<file path="config.mk">
export PLATFORM = sky130hd
export DESIGN_NAME = ebt_bus_timing
export DESIGN_NICKNAME = d
export VERILOG_FILES = /design/src/ebt_pkg.sv /design/src/ebt_timing_calc.sv /design/src/ebt_bus_timing.sv
export SDC_FILE = /design/constraint.sdc
export NUM_CORES = 1
export LEC_CHECK = 0
export BUFFER_PORTS_ARGS = -buffer_cell sky130_fd_sc_hd__buf_2
export CORE_MARGIN = 2
export CORE_UTILIZATION = 40
export CTS_CLUSTER_DIAMETER = 120
export DETAILED_ROUTE_END_ITERATION = 8
export HOLD_SLACK_MARGIN = 0.05
export MAX_ROUTING_LAYER = met4
export PLACE_DENSITY_LB_ADDON = 0.08
export SLEW_MARGIN = 20
export SYNTH_ARGS = -nofsm -noshare
export SYNTH_HDL_FRONTEND = slang
export SYNTH_HIERARCHICAL = 1
export SYNTH_SLANG_ARGS = --single-unit
export TNS_END_PERCENT = 100
</file>
<file path="constraint.sdc">
create_clock -name CLOCK -period 30.1 [get_ports CLOCK]
set_clock_uncertainty 0.05 [all_clocks]
set_input_delay 1.505 -clock CLOCK [delete_from_list [all_inputs] [get_ports CLOCK]]
set_output_delay 1.505 -clock CLOCK [all_outputs]
set_load 0.02 [all_outputs]
</file>
<file path="src/ebt_pkg.sv">
// Constants shared by the external bus cycle timing block
package ebt_pkg;

  // ----------------------------------------------------------------
  // Register offsets (byte addresses)
  // ----------------------------------------------------------------
  localparam logic [7:0] OFF_SPACE0_CFG   = 8'h00;
  localparam logic [7:0] OFF_SPACE1_CFG   = 8'h04;
  localparam logic [7:0] OFF_SPACE2_CFG   = 8'h08;
  localparam logic [7:0] OFF_SPACE3_CFG   = 8'h0C;
  localparam logic [7:0] OFF_CLOCK_CTRL   = 8'h10;
  localparam logic [7:0] OFF_STATUS       = 8'h14;

  // ----------------------------------------------------------------
  // Space timing register fields
  // ----------------------------------------------------------------
  localparam int POS_WRITE_WIDTH  = 0;
  localparam int POS_WRITE_SETUP  = 2;
  localparam int POS_READ_WIDTH   = 4;
  localparam int POS_READ_SETUP   = 6;
  localparam int POS_MULTIPLIER   = 8;
  localparam int POS_FORMAT       = 10;
  localparam int CFG_BITS         = 11;
  localparam logic [10:0] RST_SPACE_CFG = 11'h7FF;

  // ----------------------------------------------------------------
  // Clock control register fields
  // ----------------------------------------------------------------
  localparam int POS_BASE_DIV     = 0;
  localparam int POS_PERIPH_DIV   = 2;
  localparam int CLK_BITS         = 4;
  localparam logic [3:0] RST_CLOCK_CTRL = 4'h5;

  // ----------------------------------------------------------------
  // Status register fields
  // ----------------------------------------------------------------
  localparam int POS_BUSY         = 0;
  localparam int POS_LENGTH       = 8;

  // ----------------------------------------------------------------
  // Timing widths, in half base cycles
  // ----------------------------------------------------------------
  localparam int HALF_BITS        = 7;
  localparam logic [6:0] HALF_ONE = 7'h01;
  localparam logic [6:0] HALF_TWO = 7'h02;

  typedef enum logic [3:0] {
    ST_IDLE   = 4'b0001,
    ST_SETUP  = 4'b0010,
    ST_STROBE = 4'b0100,
    ST_PAD    = 4'b1000
  } ebt_state_e;

endpackage

</file>
<file path="src/ebt_timing_calc.sv">
// Per-access timing figures in half base cycles
`timescale 1ns/1ps
module ebt_timing_calc (
  input  wire logic [10:0] cfg,
  input  wire logic        is_write,
  input  wire logic [1:0]  periph_div,
  output logic      [6:0]  setup_h,
  output logic      [6:0]  width_h,
  output logic      [6:0]  idle_h
);

  logic [2:0] mpy;
  logic [2:0] su_cnt;
  logic [2:0] wd_cnt;
  logic [6:0] su_prod;
  logic [6:0] wd_prod;
  logic [6:0] len_h;
  logic [6:0] period_h;
  logic [6:0] rem_h;
  logic       mux_fmt;

  always_comb begin
    mux_fmt = cfg[ebt_pkg::POS_FORMAT];
    mpy = {1'b0, cfg[ebt_pkg::POS_MULTIPLIER +: 2]} + 3'h1;
    if (is_write) begin
      su_cnt = {1'b0, cfg[ebt_pkg::POS_WRITE_SETUP +: 2]};
      wd_cnt = {1'b0, cfg[ebt_pkg::POS_WRITE_WIDTH +: 2]} + 3'h1;
    end else begin
      su_cnt = {1'b0, cfg[ebt_pkg::POS_READ_SETUP +: 2]};
      wd_cnt = {1'b0, cfg[ebt_pkg::POS_READ_WIDTH +: 2]} + 3'h1;
    end
    // Products reach 16, so they are formed five bits wide
    su_prod = {1'b0, 5'(su_cnt) * 5'(mpy), 1'b0};
    wd_prod = {1'b0, 5'(wd_cnt) * 5'(mpy), 1'b0};
    if (!is_write && !mux_fmt) begin
      setup_h = su_prod + ebt_pkg::HALF_ONE;
      width_h = wd_prod + ebt_pkg::HALF_ONE;
    end else begin
      setup_h = su_prod + ebt_pkg::HALF_TWO;
      width_h = wd_prod - ebt_pkg::HALF_ONE;
    end
    // Pad to whole peripheral clocks
    len_h    = setup_h + width_h;
    period_h = 7'({periph_div, 1'b0}) + ebt_pkg::HALF_TWO;
    rem_h    = len_h % period_h;
    idle_h   = (rem_h == 7'h00) ? 7'h00 : period_h - rem_h;
  end

endmodule

</file>
<file path="src/ebt_bus_timing.sv">
// External bus cycle timing generator with APB register access
`timescale 1ns/1ps
module ebt_bus_timing #(
  parameter int AW = 24,
  parameter int DW = 16
) (
  input  wire logic          CLOCK,
  input  wire logic          NRST,
  // APB slave
  input  wire logic          PSEL,
  input  wire logic          PENABLE,
  input  wire logic          PWRITE,
  input  wire logic [7:0]    PADDR,
  input  wire logic [31:0]   PWDATA,
  output logic      [31:0]   PRDATA,
  output logic               PREADY,
  output logic               PSLVERR,
  // Bus cycle requests
  input  wire logic          REQ_VALID,
  input  wire logic          REQ_WRITE,
  input  wire logic          REQ_INTERNAL,
  input  wire logic [1:0]    REQ_SPACE,
  input  wire logic [AW-1:0] REQ_ADDR,
  input  wire logic [DW-1:0] REQ_WDATA,
  output logic               REQ_READY,
  output logic               REQ_DONE,
  output logic      [DW-1:0] REQ_RDATA,
  // External bus pins
  output logic      [AW-1:0] ADDR_OUT,
  output logic      [3:0]    CS_N,
  output logic               RD_N,
  output logic               WR_N,
  output logic               ALE,
  input  wire logic [DW-1:0] DATA_IN,
  output logic      [DW-1:0] DATA_OUT,
  output logic               DATA_OE
);

  // ----------------------------------------------------------------
  // Elaboration checks
  // ----------------------------------------------------------------
  if (AW < 8 || AW > 32) begin : g_aw_chk
    $error("AW must be 8 to 32");
  end
  if (DW < 8 || DW > 32 || DW > AW) begin : g_dw_chk
    $error("DW must be 8 to 32 and not above AW");
  end

  // ----------------------------------------------------------------
  // Declarations
  // ----------------------------------------------------------------
  logic [10:0]          space_cfg_r [4];
  logic [3:0]           clk_ctrl_r;
  logic [31:0]          prdata_r;
  logic [2:0]           div_cnt_r;
  logic [2:0]           div_max;
  logic                 half_tick;
  ebt_pkg::ebt_state_e  state_r;
  logic [6:0]           cnt_r;
  logic [6:0]           width_r;
  logic [6:0]           idle_r;
  logic [6:0]           len_r;
  logic                 write_r;
  logic                 internal_r;
  logic                 mux_r;
  logic [1:0]           space_r;
  logic [AW-1:0]        addr_r;
  logic [DW-1:0]        wdata_r;
  logic [DW-1:0]        rdata_r;
  logic                 done_r;
  logic                 ale_r;
  logic                 strobe_r;
  logic [6:0]           calc_setup;
  logic [6:0]           calc_width;
  logic [6:0]           calc_idle;
  logic                 apb_setup;
  logic                 apb_wr;
  logic                 addr_ok;
  logic                 finish;
  logic                 start;

  // ----------------------------------------------------------------
  // APB decode
  // ----------------------------------------------------------------
  always_comb begin
    unique case (PADDR)
      ebt_pkg::OFF_SPACE0_CFG,
      ebt_pkg::OFF_SPACE1_CFG,
      ebt_pkg::OFF_SPACE2_CFG,
      ebt_pkg::OFF_SPACE3_CFG,
      ebt_pkg::OFF_CLOCK_CTRL,
      ebt_pkg::OFF_STATUS:     addr_ok = 1'b1;
      default:                 addr_ok = 1'b0;
    endcase
  end

  assign apb_setup = PSEL & ~PENABLE;
  assign apb_wr    = PSEL & PENABLE & PWRITE & addr_ok;
  // Zero-wait slave; read data is staged in the setup cycle
  assign PREADY    = 1'b1;
  assign PSLVERR   = PSEL & PENABLE & ~addr_ok;
  assign PRDATA    = prdata_r;

  // ----------------------------------------------------------------
  // Configuration registers
  // ----------------------------------------------------------------
  // Writes may land mid-cycle; the running cycle keeps its snapshot
  always_ff @(posedge CLOCK) begin
    if (!NRST) begin
      for (int i = 0; i < 4; i++) begin
        space_cfg_r[i] <= ebt_pkg::RST_SPACE_CFG;
      end
    end else if (apb_wr && PADDR[7:4] == 4'h0) begin
      space_cfg_r[PADDR[3:2]] <= PWDATA[ebt_pkg::CFG_BITS-1:0];
    end
  end

  always_ff @(posedge CLOCK) begin
    if (!NRST) begin
      clk_ctrl_r <= ebt_pkg::RST_CLOCK_CTRL;
    end else if (apb_wr && PADDR == ebt_pkg::OFF_CLOCK_CTRL) begin
      clk_ctrl_r <= PWDATA[ebt_pkg::CLK_BITS-1:0];
    end
  end

  always_ff @(posedge CLOCK) begin
    if (!NRST) begin
      prdata_r <= 32'h0000_0000;
    end else if (apb_setup) begin
      prdata_r <= 32'h0000_0000;
      unique case (PADDR)
        ebt_pkg::OFF_SPACE0_CFG,
        ebt_pkg::OFF_SPACE1_CFG,
        ebt_pkg::OFF_SPACE2_CFG,
        ebt_pkg::OFF_SPACE3_CFG: begin
          prdata_r[ebt_pkg::CFG_BITS-1:0] <= space_cfg_r[PADDR[3:2]];
        end
        ebt_pkg::OFF_CLOCK_CTRL: begin
          prdata_r[ebt_pkg::CLK_BITS-1:0] <= clk_ctrl_r;
        end
        ebt_pkg::OFF_STATUS: begin
          prdata_r[ebt_pkg::POS_BUSY] <= (state_r != ebt_pkg::ST_IDLE);
          prdata_r[ebt_pkg::POS_LENGTH +: 7] <= len_r;
        end
        default: begin
          prdata_r <= 32'h0000_0000;
        end
      endcase
    end
  end

  // ----------------------------------------------------------------
  // Half base clock enable
  // ----------------------------------------------------------------
  // Code n gives one half base period every 2**n clocks
  always_comb begin
    unique case (clk_ctrl_r[ebt_pkg::POS_BASE_DIV +: 2])
      2'h0:    div_max = 3'h0;
      2'h1:    div_max = 3'h1;
      2'h2:    div_max = 3'h3;
      default: div_max = 3'h7;
    endcase
  end

  assign half_tick = (div_cnt_r >= div_max);

  always_ff @(posedge CLOCK) begin
    if (!NRST) begin
      div_cnt_r <= 3'h0;
    end else if (half_tick) begin
      div_cnt_r <= 3'h0;
    end else begin
      div_cnt_r <= div_cnt_r + 3'h1;
    end
  end

  // ----------------------------------------------------------------
  // Timing of the requested access
  // ----------------------------------------------------------------
  ebt_timing_calc u_calc (
    .cfg        (space_cfg_r[REQ_SPACE]),
    .is_write   (REQ_WRITE),
    .periph_div (clk_ctrl_r[ebt_pkg::POS_PERIPH_DIV +: 2]),
    .setup_h    (calc_setup),
    .width_h    (calc_width),
    .idle_h     (calc_idle)
  );

  // Back-to-back cycles chain on the closing half tick, no gap
  always_comb begin
    finish = 1'b0;
    if (half_tick && cnt_r == ebt_pkg::HALF_ONE) begin
      finish = (state_r == ebt_pkg::ST_PAD) ||
               (state_r == ebt_pkg::ST_STROBE && idle_r == 7'h00);
    end
  end

  assign REQ_READY = half_tick &&
                     (state_r == ebt_pkg::ST_IDLE || finish);
  assign start     = REQ_READY & REQ_VALID;

  // ----------------------------------------------------------------
  // Cycle sequencer
  // ----------------------------------------------------------------
  always_ff @(posedge CLOCK) begin
    if (!NRST) begin
      state_r <= ebt_pkg::ST_IDLE;
      cnt_r   <= 7'h00;
    end else if (start) begin
      state_r <= ebt_pkg::ST_SETUP;
      cnt_r   <= calc_setup;
    end else if (finish) begin
      state_r <= ebt_pkg::ST_IDLE;
      cnt_r   <= 7'h00;
    end else if (half_tick) begin
      unique case (state_r)
        ebt_pkg::ST_IDLE: begin
          cnt_r <= 7'h00;
        end
        ebt_pkg::ST_SETUP: begin
          if (cnt_r == ebt_pkg::HALF_ONE) begin
            state_r <= ebt_pkg::ST_STROBE;
            cnt_r   <= width_r;
          end else begin
            cnt_r <= cnt_r - 7'h01;
          end
        end
        ebt_pkg::ST_STROBE: begin
          if (cnt_r == ebt_pkg::HALF_ONE) begin
            state_r <= ebt_pkg::ST_PAD;
            cnt_r   <= idle_r;
          end else begin
            cnt_r <= cnt_r - 7'h01;
          end
        end
        ebt_pkg::ST_PAD: begin
          cnt_r <= cnt_r - 7'h01;
        end
        default: begin
          state_r <= ebt_pkg::ST_IDLE;
          cnt_r   <= 7'h00;
        end
      endcase
    end
  end

  // Snapshot held for the whole cycle
  always_ff @(posedge CLOCK) begin
    if (!NRST) begin
      width_r    <= 7'h00;
      idle_r     <= 7'h00;
      len_r      <= 7'h00;
      write_r    <= 1'b0;
      internal_r <= 1'b0;
      mux_r      <= 1'b0;
      space_r    <= 2'h0;
      addr_r     <= '0;
      wdata_r    <= '0;
    end else if (start) begin
      width_r    <= calc_width;
      idle_r     <= calc_idle;
      len_r      <= calc_setup + calc_width + calc_idle;
      write_r    <= REQ_WRITE;
      internal_r <= REQ_INTERNAL;
      mux_r      <= space_cfg_r[REQ_SPACE][ebt_pkg::POS_FORMAT];
      space_r    <= REQ_SPACE;
      addr_r     <= REQ_ADDR;
      wdata_r    <= REQ_WDATA;
    end
  end

  // ----------------------------------------------------------------
  // Strobes
  // ----------------------------------------------------------------
  // Latch strobe: high from start when setup exceeds one half, low one half before the strobe
  always_ff @(posedge CLOCK) begin
    if (!NRST) begin
      ale_r <= 1'b0;
    end else if (start) begin
      ale_r <= (calc_setup > ebt_pkg::HALF_ONE);
    end else if (half_tick && state_r == ebt_pkg::ST_SETUP &&
                 cnt_r == ebt_pkg::HALF_TWO) begin
      ale_r <= 1'b0;
    end
  end

  always_ff @(posedge CLOCK) begin
    if (!NRST) begin
      strobe_r <= 1'b0;
    end else if (half_tick && cnt_r == ebt_pkg::HALF_ONE) begin
      strobe_r <= (state_r == ebt_pkg::ST_SETUP);
    end
  end

  // Read data is taken as the read strobe rises
  always_ff @(posedge CLOCK) begin
    if (!NRST) begin
      rdata_r <= '0;
      done_r  <= 1'b0;
    end else begin
      done_r <= 1'b0;
      if (half_tick && state_r == ebt_pkg::ST_STROBE &&
          cnt_r == ebt_pkg::HALF_ONE) begin
        done_r <= 1'b1;
        if (!write_r && !internal_r) begin
          rdata_r <= DATA_IN;
        end
      end
    end
  end

  // ----------------------------------------------------------------
  // Pin drive
  // ----------------------------------------------------------------
  // Internal cycles show the latch strobe only
  always_comb begin
    ALE      = ale_r;
    ADDR_OUT = addr_r;
    CS_N     = 4'hF;
    RD_N     = 1'b1;
    WR_N     = 1'b1;
    DATA_OUT = '0;
    DATA_OE  = 1'b0;
    if (state_r != ebt_pkg::ST_IDLE && !internal_r) begin
      CS_N[space_r] = 1'b0;
      RD_N          = ~(strobe_r & ~write_r);
      WR_N          = ~(strobe_r & write_r);
      if (mux_r && state_r == ebt_pkg::ST_SETUP) begin
        DATA_OUT = addr_r[DW-1:0];
        DATA_OE  = 1'b1;
      end else if (write_r && state_r != ebt_pkg::ST_PAD) begin
        DATA_OUT = wdata_r;
        DATA_OE  = 1'b1;
      end
    end
  end

  assign REQ_DONE  = done_r;
  assign REQ_RDATA = rdata_r;

endmodule

</file>
==> results_tabular.tex, run 1 <==
\begin{tabular}{lr}
\hline
Metric & Value \\
\hline
\multicolumn{2}{l}{\textbf{Synthesis}} \\
Register bit total from synthesis & 162 \\
Count of different cell masters after synthesis & 86 \\
Sequential-to-total area share from yosys stat & 35.6\% \\
Count of flip-flops with a built-in enable after synthesis & 44 \\
Leading cell types by total area after synthesis & sky130\_fd\_sc\_hd\_\_dfxtp\_1, sky130\_fd\_sc\_hd\_\_edfxtp\_1, sky130\_fd\_sc\_hd\_\_a21oi\_1, sky130\_fd\_sc\_hd\_\_ha\_1, sky130\_fd\_sc\_hd\_\_mux4\_2 \\
Total number of yosys warnings & 6 \\
Mean cell area of the mapped netlist & 8.96 sq um \\
Cell accounting for the most synthesized area & sky130\_fd\_sc\_hd\_\_dfxtp\_1 \\
Share of synthesized area spent on multiplexers & 8.04\% \\
Synth Instances & 1,156 \\
Synth Cell Area & 10,400 sq um \\
Xor/xnor share of the synthesized area & 3.06\% \\
Area fraction in compound gates after synthesis & 18.3\% \\
Main combinational cell family by area after synthesis & simple AND/OR/NAND/NOR gates \\
Share of synthesized cell area in full adder, half adder and majority cells & 7.81\% \\
Post-synth ARST share & 0\% \\
Basic-gate share of the synthesized area counting and, or, nand and nor cells & 21.2\% \\
Leading register cell type out of synthesis & sky130\_fd\_sc\_hd\_\_dfxtp\_1 \\
Area fraction of the dominant cell type after synthesis & 22.8\% \\
\multicolumn{2}{l}{\textbf{Critical path}} \\
Cell type of the slowest stage on the worst timing path & sky130\_fd\_sc\_hd\_\_mux4\_2 \\
Element type at the critical path end & flop \\
Top Family by Delay on Critical Path & compound AO/OA/AOI/OAI gates \\
CP Data Arrival Time & 17.14 ns \\
Slowest Stage Delay on Critical Path & 0.62 ns \\
Critical path launch point type & primary input \\
Critical path fanouts, max & 12 \\
Cell occurring most often along the worst timing path & sky130\_fd\_sc\_hd\_\_ha\_1 \\
Critical path required time & 30.40 ns \\
Critical path type & primary input to flop \\
Crit path buffers/inverters & 3 \\
\multicolumn{2}{l}{\textbf{Route}} \\
Number of vias per cell & 5.49 \\
Routed WL per cell & 18.4 um \\
Residual antenna-violating net count after detailed routing & 0 \\
Routed vias & 8,889 \\
Total wire length & 29,800 um \\
DR pass1 iterations & 5 \\
Post-route DRC & 0 \\
Initial DRC count & 711 \\
\multicolumn{2}{l}{\textbf{Global route}} \\
Pin count of the biggest net entering global routing & 85 \\
Global-route wire length before repair & 46,100 um \\
Antenna violations before repair & 0 \\
Overall global routing resource usage & 22.4\% \\
Sum of overflow across all layers after global routing & 0 \\
Vias in the first global route & 8,412 \\
\multicolumn{2}{l}{\textbf{Die}} \\
Die height & 165 um \\
Number of placement rows & 58 \\
Die Area & 27,200 sq um \\
Core Box Area & 25,300 sq um \\
Ports placed on the boundary & 206 \\
Chip width & 165 um \\
Effective utilization at floorplan & 40.9\% \\
\multicolumn{2}{l}{\textbf{Placement}} \\
Estimated wirelength of the detail-placed design & 21,000 um \\
IO Port Bufs & 166 \\
Placed Cells incl. Taps & 1,586 \\
Final Wtd Congestion & 0.819 \\
\multicolumn{2}{l}{\textbf{STA}} \\
Setup repair after global routing missed its margin & no \\
Worst hold slack & 0.403 ns \\
Transition time of the tightest slew-check pin & 1.05 ns \\
Time the worst path needs with I/O delays and setup & 16.84 ns \\
Number of setup violations in the final report & 0 \\
Highest attainable clock frequency & 0.0594 GHz \\
Post-route setup TNS & 0 ns \\
Final-report max-slew violation count & 0 \\
Final Hold Viols & 0 \\
Worst-case headroom to the max-slew limit & 30.2\% \\
Final clock period utilization by the worst path & 55.9\% \\
\multicolumn{2}{l}{\textbf{Finish}} \\
Total Nets Final & 1,439 \\
Filler Cell Count & 2,512 \\
Post-Layout Cell Count & 1,619 \\
Synth-to-layout area growth & 14.6\% \\
Layout cell share with drive strength beyond 1 & 22.9\% \\
Post-layout utilization of the core & 46.9\% \\
\multicolumn{2}{l}{\textbf{CTS}} \\
Maximum count of clock buffers along a single path & 2 \\
Clk Latency, worst-skew pair & 0.44 ns \\
Hold Buf Count CTS & 0 \\
Number of post-CTS setup repair buffers & 0 \\
Clock-pin transition on the worst setup and hold timing paths & 0.07 ns \\
CTS Buf Count & 17 \\
PostCTS Resize Cnt & 0 \\
Number of sinks driven by the clock tree & 162 \\
CTS H-tree depth & 4 \\
CTS tree & built \\
Clock Root Buffer & sky130\_fd\_sc\_hd\_\_clkbuf\_16 \\
\multicolumn{2}{l}{\textbf{Flow run}} \\
Number of max-capacitance violations reported & 0 \\
\multicolumn{2}{l}{\textbf{Hold path}} \\
Min-Delay Path Class & flop to flop \\
\multicolumn{2}{l}{\textbf{Run status}} \\
Result of the run & finished clean \\
\hline
\end{tabular}
-- per-stage QoR --
stage	worst slack (ns)	area, sq um
after floorplan	14.49	10400
after global placement	12.96	11300
after detailed placement	12.82	11300
after CTS	13.24	11900
after global routing	11.83	11900
final	13.26	11900
-- synth_stat cells (all sizes together) (4+ instances only) --
library cell / number
and3: 6
edfxtp: 44
nor3b: 9
o21ai: 88
dfxtp: 118
a2bb2oi: 5
nand2: 87
a21o: 6
nor4b: 5
o221ai: 5
nor2b: 14
xor2: 10
o22ai: 8
nor4: 10
nor2: 67
a221oi: 9
buf: 43
a211oi: 8
or2: 49
ha: 47
a21oi: 123
mux2: 4
mux2i: 28
nand3: 85
and2: 9
nand4: 7
inv: 38
a22oi: 13
o211ai: 4
clkbuf: 49
nand2b: 11
a31oi: 7
mux4: 22
o21a: 9
fa: 11
xnor2: 24
o31ai: 4
nor3: 24
-- path summary, 6_finish.rpt --
kind	start	endpoint	slack, ns	cells after the start
setup / recovery	REQ_SPACE[0]	len_r[5]$_SDFFE_PN0P_	13.26	63
hold / removal	PRDATA[14]$_SDFFE_PN0P_	PRDATA[14]$_SDFFE_PN0P_	0.40	2
setup reg to reg	space_cfg_r[3][4]$_DFFE_PP_	len_r[5]$_SDFFE_PN0P_	14.43	62
hold reg to reg	PRDATA[14]$_SDFFE_PN0P_	PRDATA[14]$_SDFFE_PN0P_	0.40	2
-- tightest hold or removal path, delay by kind of cell, from the launching register on --
family           cells  cell delay, ns
flip-flops           1            0.31
AND/OR/NAND/NOR      1            0.05
AO/OA/AOI/OAI        1            0.05
-- cells in the final DEF, fill, tap and decap left out, types with 10 or more instances in the layout --
cell type and n:
sky130_fd_sc_hd__a21oi_1 122, sky130_fd_sc_hd__a22oi_1 13, sky130_fd_sc_hd__buf_2 166, sky130_fd_sc_hd__buf_4 10
sky130_fd_sc_hd__clkbuf_16 17, sky130_fd_sc_hd__conb_1 19, sky130_fd_sc_hd__dfxtp_1 118, sky130_fd_sc_hd__edfxtp_1 44
sky130_fd_sc_hd__fa_1 11, sky130_fd_sc_hd__ha_1 47, sky130_fd_sc_hd__inv_1 36, sky130_fd_sc_hd__mux2i_1 25
sky130_fd_sc_hd__mux4_2 22, sky130_fd_sc_hd__nand2_1 86, sky130_fd_sc_hd__nand2b_1 11, sky130_fd_sc_hd__nand3_1 85
sky130_fd_sc_hd__nor2_1 65, sky130_fd_sc_hd__nor2b_1 14, sky130_fd_sc_hd__nor3_1 23, sky130_fd_sc_hd__o21ai_0 54
sky130_fd_sc_hd__o21ai_1 34, sky130_fd_sc_hd__or2_1 19, sky130_fd_sc_hd__or2_2 30, sky130_fd_sc_hd__xnor2_1 23
sky130_fd_sc_hd__xor2_1 10
-- logic make-up (layout without fill, tap and decap cells) --
family | after synthesis | in the layout
AOI/OAI and AO/OA | 308 | 308
xor gates and xnor gates | 34 | 34
adders and majority gates | 58 | 58
buffers and inverters | 130 | 246
DFF | 162 | 162
muxes | 54 | 54
other | 3 | 20
and+or+nand+nor | 407 | 407
-- final cells by class --
type	count	area, sq um	area share, %
multi-input combinational	880	6130	51.7
sequential	162	3680	31.0
timing repair buffer	176	906	7.63
clock buffer	17	425	3.58
tap	330	413	3.48
clock inverter	15	159	1.34
inverter	38	144	1.21
antenna	1	2.50	0.0211
-- state kept, by name (all words and copies together) (netlist names), 2 cells and up --
register,cells
REQ_RDATA,16
idle_r,7
width_r,7
state_r,4
space_cfg_r,44
clk_ctrl_r,4
cnt_r,7
space_r,2
PRDATA,15
ADDR_OUT,24
div_cnt_r,3
len_r,7
wdata_r,16
-- per-layer routing --
metal | up-vias | global-route usage [%] | wire (um)
li1 | 4412 | - | -
met1 | 4247 | 30.7 | 14200
met2 | 196 | 34.7 | 14000
met3 | 34 | 3.11 | 1150
met4 | 0 | 6.17 | 535
met5 | - | - | 0
Power of run 1 is left out: the tool's default activity adds up to more than one toggle a clock period on the data nets, which glitch-free logic cannot reach.
==> run 2, diff against run 1 <==
- clock period: 30.1 -> 17.29 ns (I/O delays scaled with it)
==> run 2 against run 1 <==
Sequential share of layout area fell by 0.23 points. Worst setup slack got worse by 12 ns. Global-route usage fell by 0.094 points. Sequential cell count did not move. Core utilization rose by 0.35 points. Cell count barely moved. Critical path depth rose by 1. Hold slack improved by 0.00087 ns. Non-clock buffer count rose by 1.
==> results_tabular.tex, run 2 (same netlist as run 1, synthesis figures left out) <==
\begin{tabular}{lr}
\hline
Metric & Value \\
\hline
\multicolumn{2}{l}{\textbf{Run status}} \\
Result of the run & finished clean \\
\multicolumn{2}{l}{\textbf{Critical path}} \\
CP Data Arrival Time & 16.20 ns (-0.94 ns) \\
Slowest Stage Delay on Critical Path & 0.59 ns (-0.03 ns) \\
Critical path type & primary input to flop \\
Critical path required time & 17.59 ns (-12.81 ns) \\
R2R Setup Slk & 1.79 ns (-12.64 ns) \\
Cell occurring most often along the worst timing path & sky130\_fd\_sc\_hd\_\_ha\_1 \\
Critical path launch point type & primary input \\
Element type at the critical path end & flop \\
Critical path fanouts, max & 12 (unchanged) \\
Cell type of the slowest stage on the worst timing path & sky130\_fd\_sc\_hd\_\_mux4\_2 \\
\multicolumn{2}{l}{\textbf{Die}} \\
Chip width & 165 um (unchanged) \\
Effective utilization at floorplan & 40.9\% (unchanged) \\
Ports placed on the boundary & 206 (unchanged) \\
Die height & 165 um (unchanged) \\
Number of placement rows & 58 (unchanged) \\
Die Area & 27,200 sq um (unchanged) \\
Core Box Area & 25,300 sq um (unchanged) \\
\multicolumn{2}{l}{\textbf{STA}} \\
Final-report max-slew violation count & 0 (unchanged) \\
Worst-case headroom to the max-slew limit & 36.0\% (+5.8 points) \\
Highest attainable clock frequency & 0.0629 GHz \\
Post-route setup TNS & 0 ns (unchanged) \\
Setup repair after global routing missed its margin & no \\
Number of setup violations in the final report & 0 (unchanged) \\
Time the worst path needs with I/O delays and setup & 15.90 ns \\
Final clock period utilization by the worst path & 92.0\% \\
Transition time of the tightest slew-check pin & 0.958 ns (-0.0871 ns) \\
Final Hold Viols & 0 (unchanged) \\
\multicolumn{2}{l}{\textbf{Route}} \\
Routed WL per cell & 18.2 um (-1.3\%) \\
Number of vias per cell & 5.46 (-0.62\%) \\
Routed vias & 8,839 (-0.56\%) \\
Post-route DRC & 0 (unchanged) \\
Initial DRC count & 696 (-2.1\%) \\
DR pass1 iterations & 5 (unchanged) \\
Total wire length & 29,500 um (-1.2\%) \\
Residual antenna-violating net count after detailed routing & 0 (unchanged) \\
\multicolumn{2}{l}{\textbf{Hold path}} \\
Min-Delay Path Class & flop to flop \\
\multicolumn{2}{l}{\textbf{CTS}} \\
Number of post-CTS setup repair buffers & 0 (unchanged) \\
Number of sinks driven by the clock tree & 162 (unchanged) \\
CTS tree & built \\
Maximum count of clock buffers along a single path & 2 (unchanged) \\
Hold Buf Count CTS & 0 (unchanged) \\
Clock-pin transition on the worst setup and hold timing paths & 0.06 ns (about the same) \\
CTS H-tree depth & 4 (unchanged) \\
Clk Latency, worst-skew pair & 0.44 ns (about the same) \\
CTS Buf Count & 17 (unchanged) \\
Clock Root Buffer & sky130\_fd\_sc\_hd\_\_clkbuf\_16 \\
\multicolumn{2}{l}{\textbf{Flow run}} \\
Number of max-capacitance violations reported & 0 (unchanged) \\
\multicolumn{2}{l}{\textbf{Global route}} \\
Vias in the first global route & 8,481 (+0.82\%) \\
Pin count of the biggest net entering global routing & 85 (unchanged) \\
Sum of overflow across all layers after global routing & 0 (unchanged) \\
Overall global routing resource usage & 22.3\% (-0.094 points) \\
Global-route wire length before repair & 46,000 um (-0.30\%) \\
Antenna violations before repair & 0 (unchanged) \\
\multicolumn{2}{l}{\textbf{Placement}} \\
IO Port Bufs & 166 (unchanged) \\
Final Wtd Congestion & 0.802 (-2.1\%) \\
Estimated wirelength of the detail-placed design & 20,800 um (-0.86\%) \\
\multicolumn{2}{l}{\textbf{Finish}} \\
Max FFs per register & 44 (unchanged) \\
Layout cell share with drive strength beyond 1 & 23.0\% (+0.14 points) \\
Largest register by flop count & space\_cfg\_r \\
Synth-to-layout area growth & 15.5\% \\
Total Nets Final & 1,440 (+0.069\%) \\
Most frequent cells in the layout & sky130\_fd\_sc\_hd\_\_buf\_2, sky130\_fd\_sc\_hd\_\_a21oi\_1, sky130\_fd\_sc\_hd\_\_dfxtp\_1, sky130\_fd\_sc\_hd\_\_nand2\_1, sky130\_fd\_sc\_hd\_\_nand3\_1 \\
Most frequent standard cell in the layout excluding fill and tap cells & sky130\_fd\_sc\_hd\_\_buf\_2 \\
\hline
\end{tabular}
[run 2: cell count changes in the layout (fill, tap and decap cells not counted), sizes merged]
cell	delta
bufinv	+3
clkinv	-3
clkbuf	+2
clkinvlp	-1
[run 2: metrics by stage]
stage | cells | util [%] | setup WS (ns) | hold slack [ns] | instance area, sq um
after detailed placement | 1587 | 44.6 | 0.671 | 0.398 | 11300
final | 1620 | 47.2 | 1.39 | 0.404 | 12000
after global placement | 1587 | 44.6 | 0.856 | 0.389 | 11300
after floorplan | 1172 | - | 2.32 | 0.367 | 10400
after global routing | 1619 | 47.2 | 0.0365 | 0.426 | 12000
after CTS | 1619 | 47.2 | 1.05 | 0.406 | 11900
[run 2: worst max-delay path, delay by kind of cell]
family	cells	cell delay, ns
AOI/OAI and AO/OA	26	4.78
adders and majority gates	14	4.76
and+or+nand+nor	16	3.59
muxes	3	1.17
xor gates and xnor gates	2	0.56
buffers and inverters	3	0.43
[run 2: timing repair]
| item | in CTS | in global routing |
|---|---|---|
| endpoints found under the setup margin | 0 | 2 |
| resized for setup | 0 | 3 |
| endpoints found under the hold margin | 0 | 0 |
[run 2: path summary, 6_finish.rpt]
check                                                     start                       to  cells after the start
worst max register to register  space_cfg_r[2][0]$_SDFFCE_PN1P_    len_r[5]$_SDFFE_PN0P_                     63
worst min-delay path                    PRDATA[14]$_SDFFE_PN0P_  PRDATA[14]$_SDFFE_PN0P_                      2
worst min register to register          PRDATA[14]$_SDFFE_PN0P_  PRDATA[14]$_SDFFE_PN0P_                      2
worst max-delay path                               REQ_SPACE[0]    len_r[5]$_SDFFE_PN0P_                     64
[run 2: metal layers]
layer	wire (um)	vias to the layer above	GRT usage, %
met1	14000	4211	30.4
li1	-	4400	-
met3	927	35	2.81
met4	596	0	6.44
met2	13900	193	34.7
met5	0	-	-
[run 2: cell type report]
type / count / area (sq um)
Multi-Input combinational cell: 880 / 6140
Timing Repair Buffer: 177 / 916
Antenna cell: 1 / 2.50
Tap cell: 330 / 413
Clock buffer: 18 / 450
Sequential cell: 162 / 3680
Fill cell: 2514 / 13400
Inverter: 38 / 144
Clock inverter: 14 / 209
Power of run 2 is left out for the same reason.
==> run 3, diff against run 2 <==
- CORE_UTILIZATION: 40 -> 25
==> run 3 against run 2 <==
Sequential cell count unchanged. Maximum frequency is 0.12% higher. Core utilization shrank 17 points. Register-to-register slack is essentially flat. Count of clock-buffer cells in the layout grew 5. Critical endpoint unchanged. Highest routed layer unchanged.
==> results_tabular.tex, run 3 (same netlist as run 1, synthesis figures left out) <==
\begin{tabular}{lr}
\hline
Metric & Value \\
\hline
\multicolumn{2}{l}{\textbf{Route}} \\
Initial DRC count & 395 (-43\%) \\
Residual antenna-violating net count after detailed routing & 0 (unchanged) \\
DR pass1 iterations & 5 (unchanged) \\
Total wire length & 33,900 um (+15\%) \\
Number of vias per cell & 4.86 (-11\%) \\
Routed WL per cell & 18.6 um (+2.2\%) \\
Routed vias & 8,855 (+0.18\%) \\
Post-route DRC & 0 (unchanged) \\
\multicolumn{2}{l}{\textbf{Finish}} \\
Post-layout utilization of the core & 29.7\% (-17 points) \\
Total Nets Final & 1,442 (+0.14\%) \\
Most frequent cells in the layout & sky130\_fd\_sc\_hd\_\_buf\_2, sky130\_fd\_sc\_hd\_\_a21oi\_1, sky130\_fd\_sc\_hd\_\_dfxtp\_1, sky130\_fd\_sc\_hd\_\_nand2\_1, sky130\_fd\_sc\_hd\_\_nand3\_1 \\
Largest register by flop count & space\_cfg\_r \\
Synth-to-layout area growth & 17.2\% \\
Max FFs per register & 44 (unchanged) \\
Most frequent standard cell in the layout excluding fill and tap cells & sky130\_fd\_sc\_hd\_\_buf\_2 \\
Antenna diode count & 0 (-1) \\
Filler Cell Count & 4,385 (+74\%) \\
Layout cell share with drive strength beyond 1 & 23.2\% (+0.14 points) \\
\multicolumn{2}{l}{\textbf{Global route}} \\
Overall global routing resource usage & 16.0\% (-6.2 points) \\
Pin count of the biggest net entering global routing & 93 (+9.4\%) \\
Vias in the first global route & 8,745 (+3.1\%) \\
Antenna violations before repair & 0 (unchanged) \\
Global-route wire length before repair & 52,600 um (+14\%) \\
Sum of overflow across all layers after global routing & 0 (unchanged) \\
\multicolumn{2}{l}{\textbf{Placement}} \\
IO Port Bufs & 166 (unchanged) \\
Estimated wirelength of the detail-placed design & 23,800 um (+15\%) \\
Final Wtd Congestion & 0.766 (-4.4\%) \\
\multicolumn{2}{l}{\textbf{STA}} \\
Final-report max-slew violation count & 0 (unchanged) \\
Post-route setup TNS & 0 ns (unchanged) \\
Transition time of the tightest slew-check pin & 1.09 ns (+0.132 ns) \\
Final Hold Viols & 0 (unchanged) \\
Number of setup violations in the final report & 0 (unchanged) \\
Worst-case headroom to the max-slew limit & 27.3\% (-8.6 points) \\
Setup repair after global routing missed its margin & no \\
Final clock period utilization by the worst path & 91.9\% (-0.11 points) \\
Highest attainable clock frequency & 0.0630 GHz (+0.12\%) \\
Time the worst path needs with I/O delays and setup & 15.88 ns (-0.0188 ns) \\
\multicolumn{2}{l}{\textbf{CTS}} \\
CTS Buf Count & 17 (unchanged) \\
Number of post-CTS setup repair buffers & 0 (unchanged) \\
CTS tree & built \\
PostCTS Resize Cnt & 0 (unchanged) \\
Number of sinks driven by the clock tree & 162 (unchanged) \\
CTS H-tree depth & 4 (unchanged) \\
Clock Root Buffer & sky130\_fd\_sc\_hd\_\_clkbuf\_16 \\
Maximum count of clock buffers along a single path & 2 (unchanged) \\
Clk Latency, worst-skew pair & 0.44 ns (about the same) \\
Clock-pin transition on the worst setup and hold timing paths & 0.06 ns (about the same) \\
Hold Buf Count CTS & 0 (unchanged) \\
\multicolumn{2}{l}{\textbf{Die}} \\
Die Area & 43,100 sq um (+58\%) \\
Chip width & 207 um (+26\%) \\
Core Box Area & 40,800 sq um (+61\%) \\
Die height & 207 um (+26\%) \\
Number of placement rows & 74 (+28\%) \\
Effective utilization at floorplan & 25.4\% (-16 points) \\
Ports placed on the boundary & 206 (unchanged) \\
\multicolumn{2}{l}{\textbf{Critical path}} \\
Critical path type & primary input to flop \\
Launch point of the worst reg-to-reg path & space\_cfg\_r[3][4]\$\_DFFE\_PP\_ \\
Top Family by Delay on Critical Path & compound AO/OA/AOI/OAI gates \\
Slowest Stage Delay on Critical Path & 0.64 ns (+0.05 ns) \\
Cell type of the slowest stage on the worst timing path & sky130\_fd\_sc\_hd\_\_mux4\_2 \\
Element type at the critical path end & flop \\
CP Data Arrival Time & 16.19 ns (about the same) \\
Critical path required time & 17.59 ns (about the same) \\
Crit path buffers/inverters & 3 (unchanged) \\
Cell occurring most often along the worst timing path & sky130\_fd\_sc\_hd\_\_ha\_1 \\
Critical path launch point type & primary input \\
Critical path fanouts, max & 9 (-3) \\
Critical Path Source & REQ\_SPACE[0] \\
\multicolumn{2}{l}{\textbf{Hold path}} \\
Worst hold path startpoint & PRDATA[11]\$\_SDFFE\_PN0P\_ \\
Min-Delay Path Class & flop to flop \\
\multicolumn{2}{l}{\textbf{Run status}} \\
Result of the run & finished clean \\
\multicolumn{2}{l}{\textbf{Flow run}} \\
Number of max-capacitance violations reported & 0 (unchanged) \\
\hline
\end{tabular}
run 3: area by class of cell:
cell class / count / area (sq um) / area share [%]
multi-input cells: 880 / 6160 / 50.7
flip-flops and latches: 162 / 3680 / 30.3
repair buffers: 179 / 931 / 7.67
well taps: 532 / 666 / 5.48
clock buffers: 23 / 480 / 3.96
inverters: 38 / 144 / 1.19
clock inverters: 8 / 77.6 / 0.639
run 3: final timing paths:
kind | end | slack, ns | depth (start not counted)
hold reg to reg | PRDATA[11]$_SDFFE_PN0P_ | 0.40 | 2
setup / recovery | len_r[5]$_SDFFE_PN0P_ | 1.41 | 64
setup reg to reg | len_r[5]$_SDFFE_PN0P_ | 1.78 | 64
hold / removal | PRDATA[11]$_SDFFE_PN0P_ | 0.40 | 2
run 3: metal layers:
metal	global-route usage, %	wire length [um]	vias to the layer above
met1	20.7	15800	4242
met5	-	0	-
met4	3.67	371	0
met3	2.59	1100	25
li1	-	-	4423
met2	26.4	16600	165
run 3: worst min-delay path: stages (launching register included):
cell and delay, ns:
sky130_fd_sc_hd__dfxtp_1 0.31, sky130_fd_sc_hd__nand2_1 0.05, sky130_fd_sc_hd__a21oi_1 0.05
run 3: through the flow:
stage | std cells | setup slack, ns | cell area, sq um | hold WS, ns
after floorplan | 1172 | 2.32 | 10400 | 0.367
after global placement | 1791 | 0.621 | 11600 | 0.386
after detailed placement | 1791 | 0.498 | 11600 | 0.388
after CTS | 1822 | 0.900 | 12100 | 0.404
after global routing | 1822 | 0.109 | 12100 | 0.419
final | 1822 | 1.41 | 12100 | 0.399
Power of run 3 is left out for the same reason.
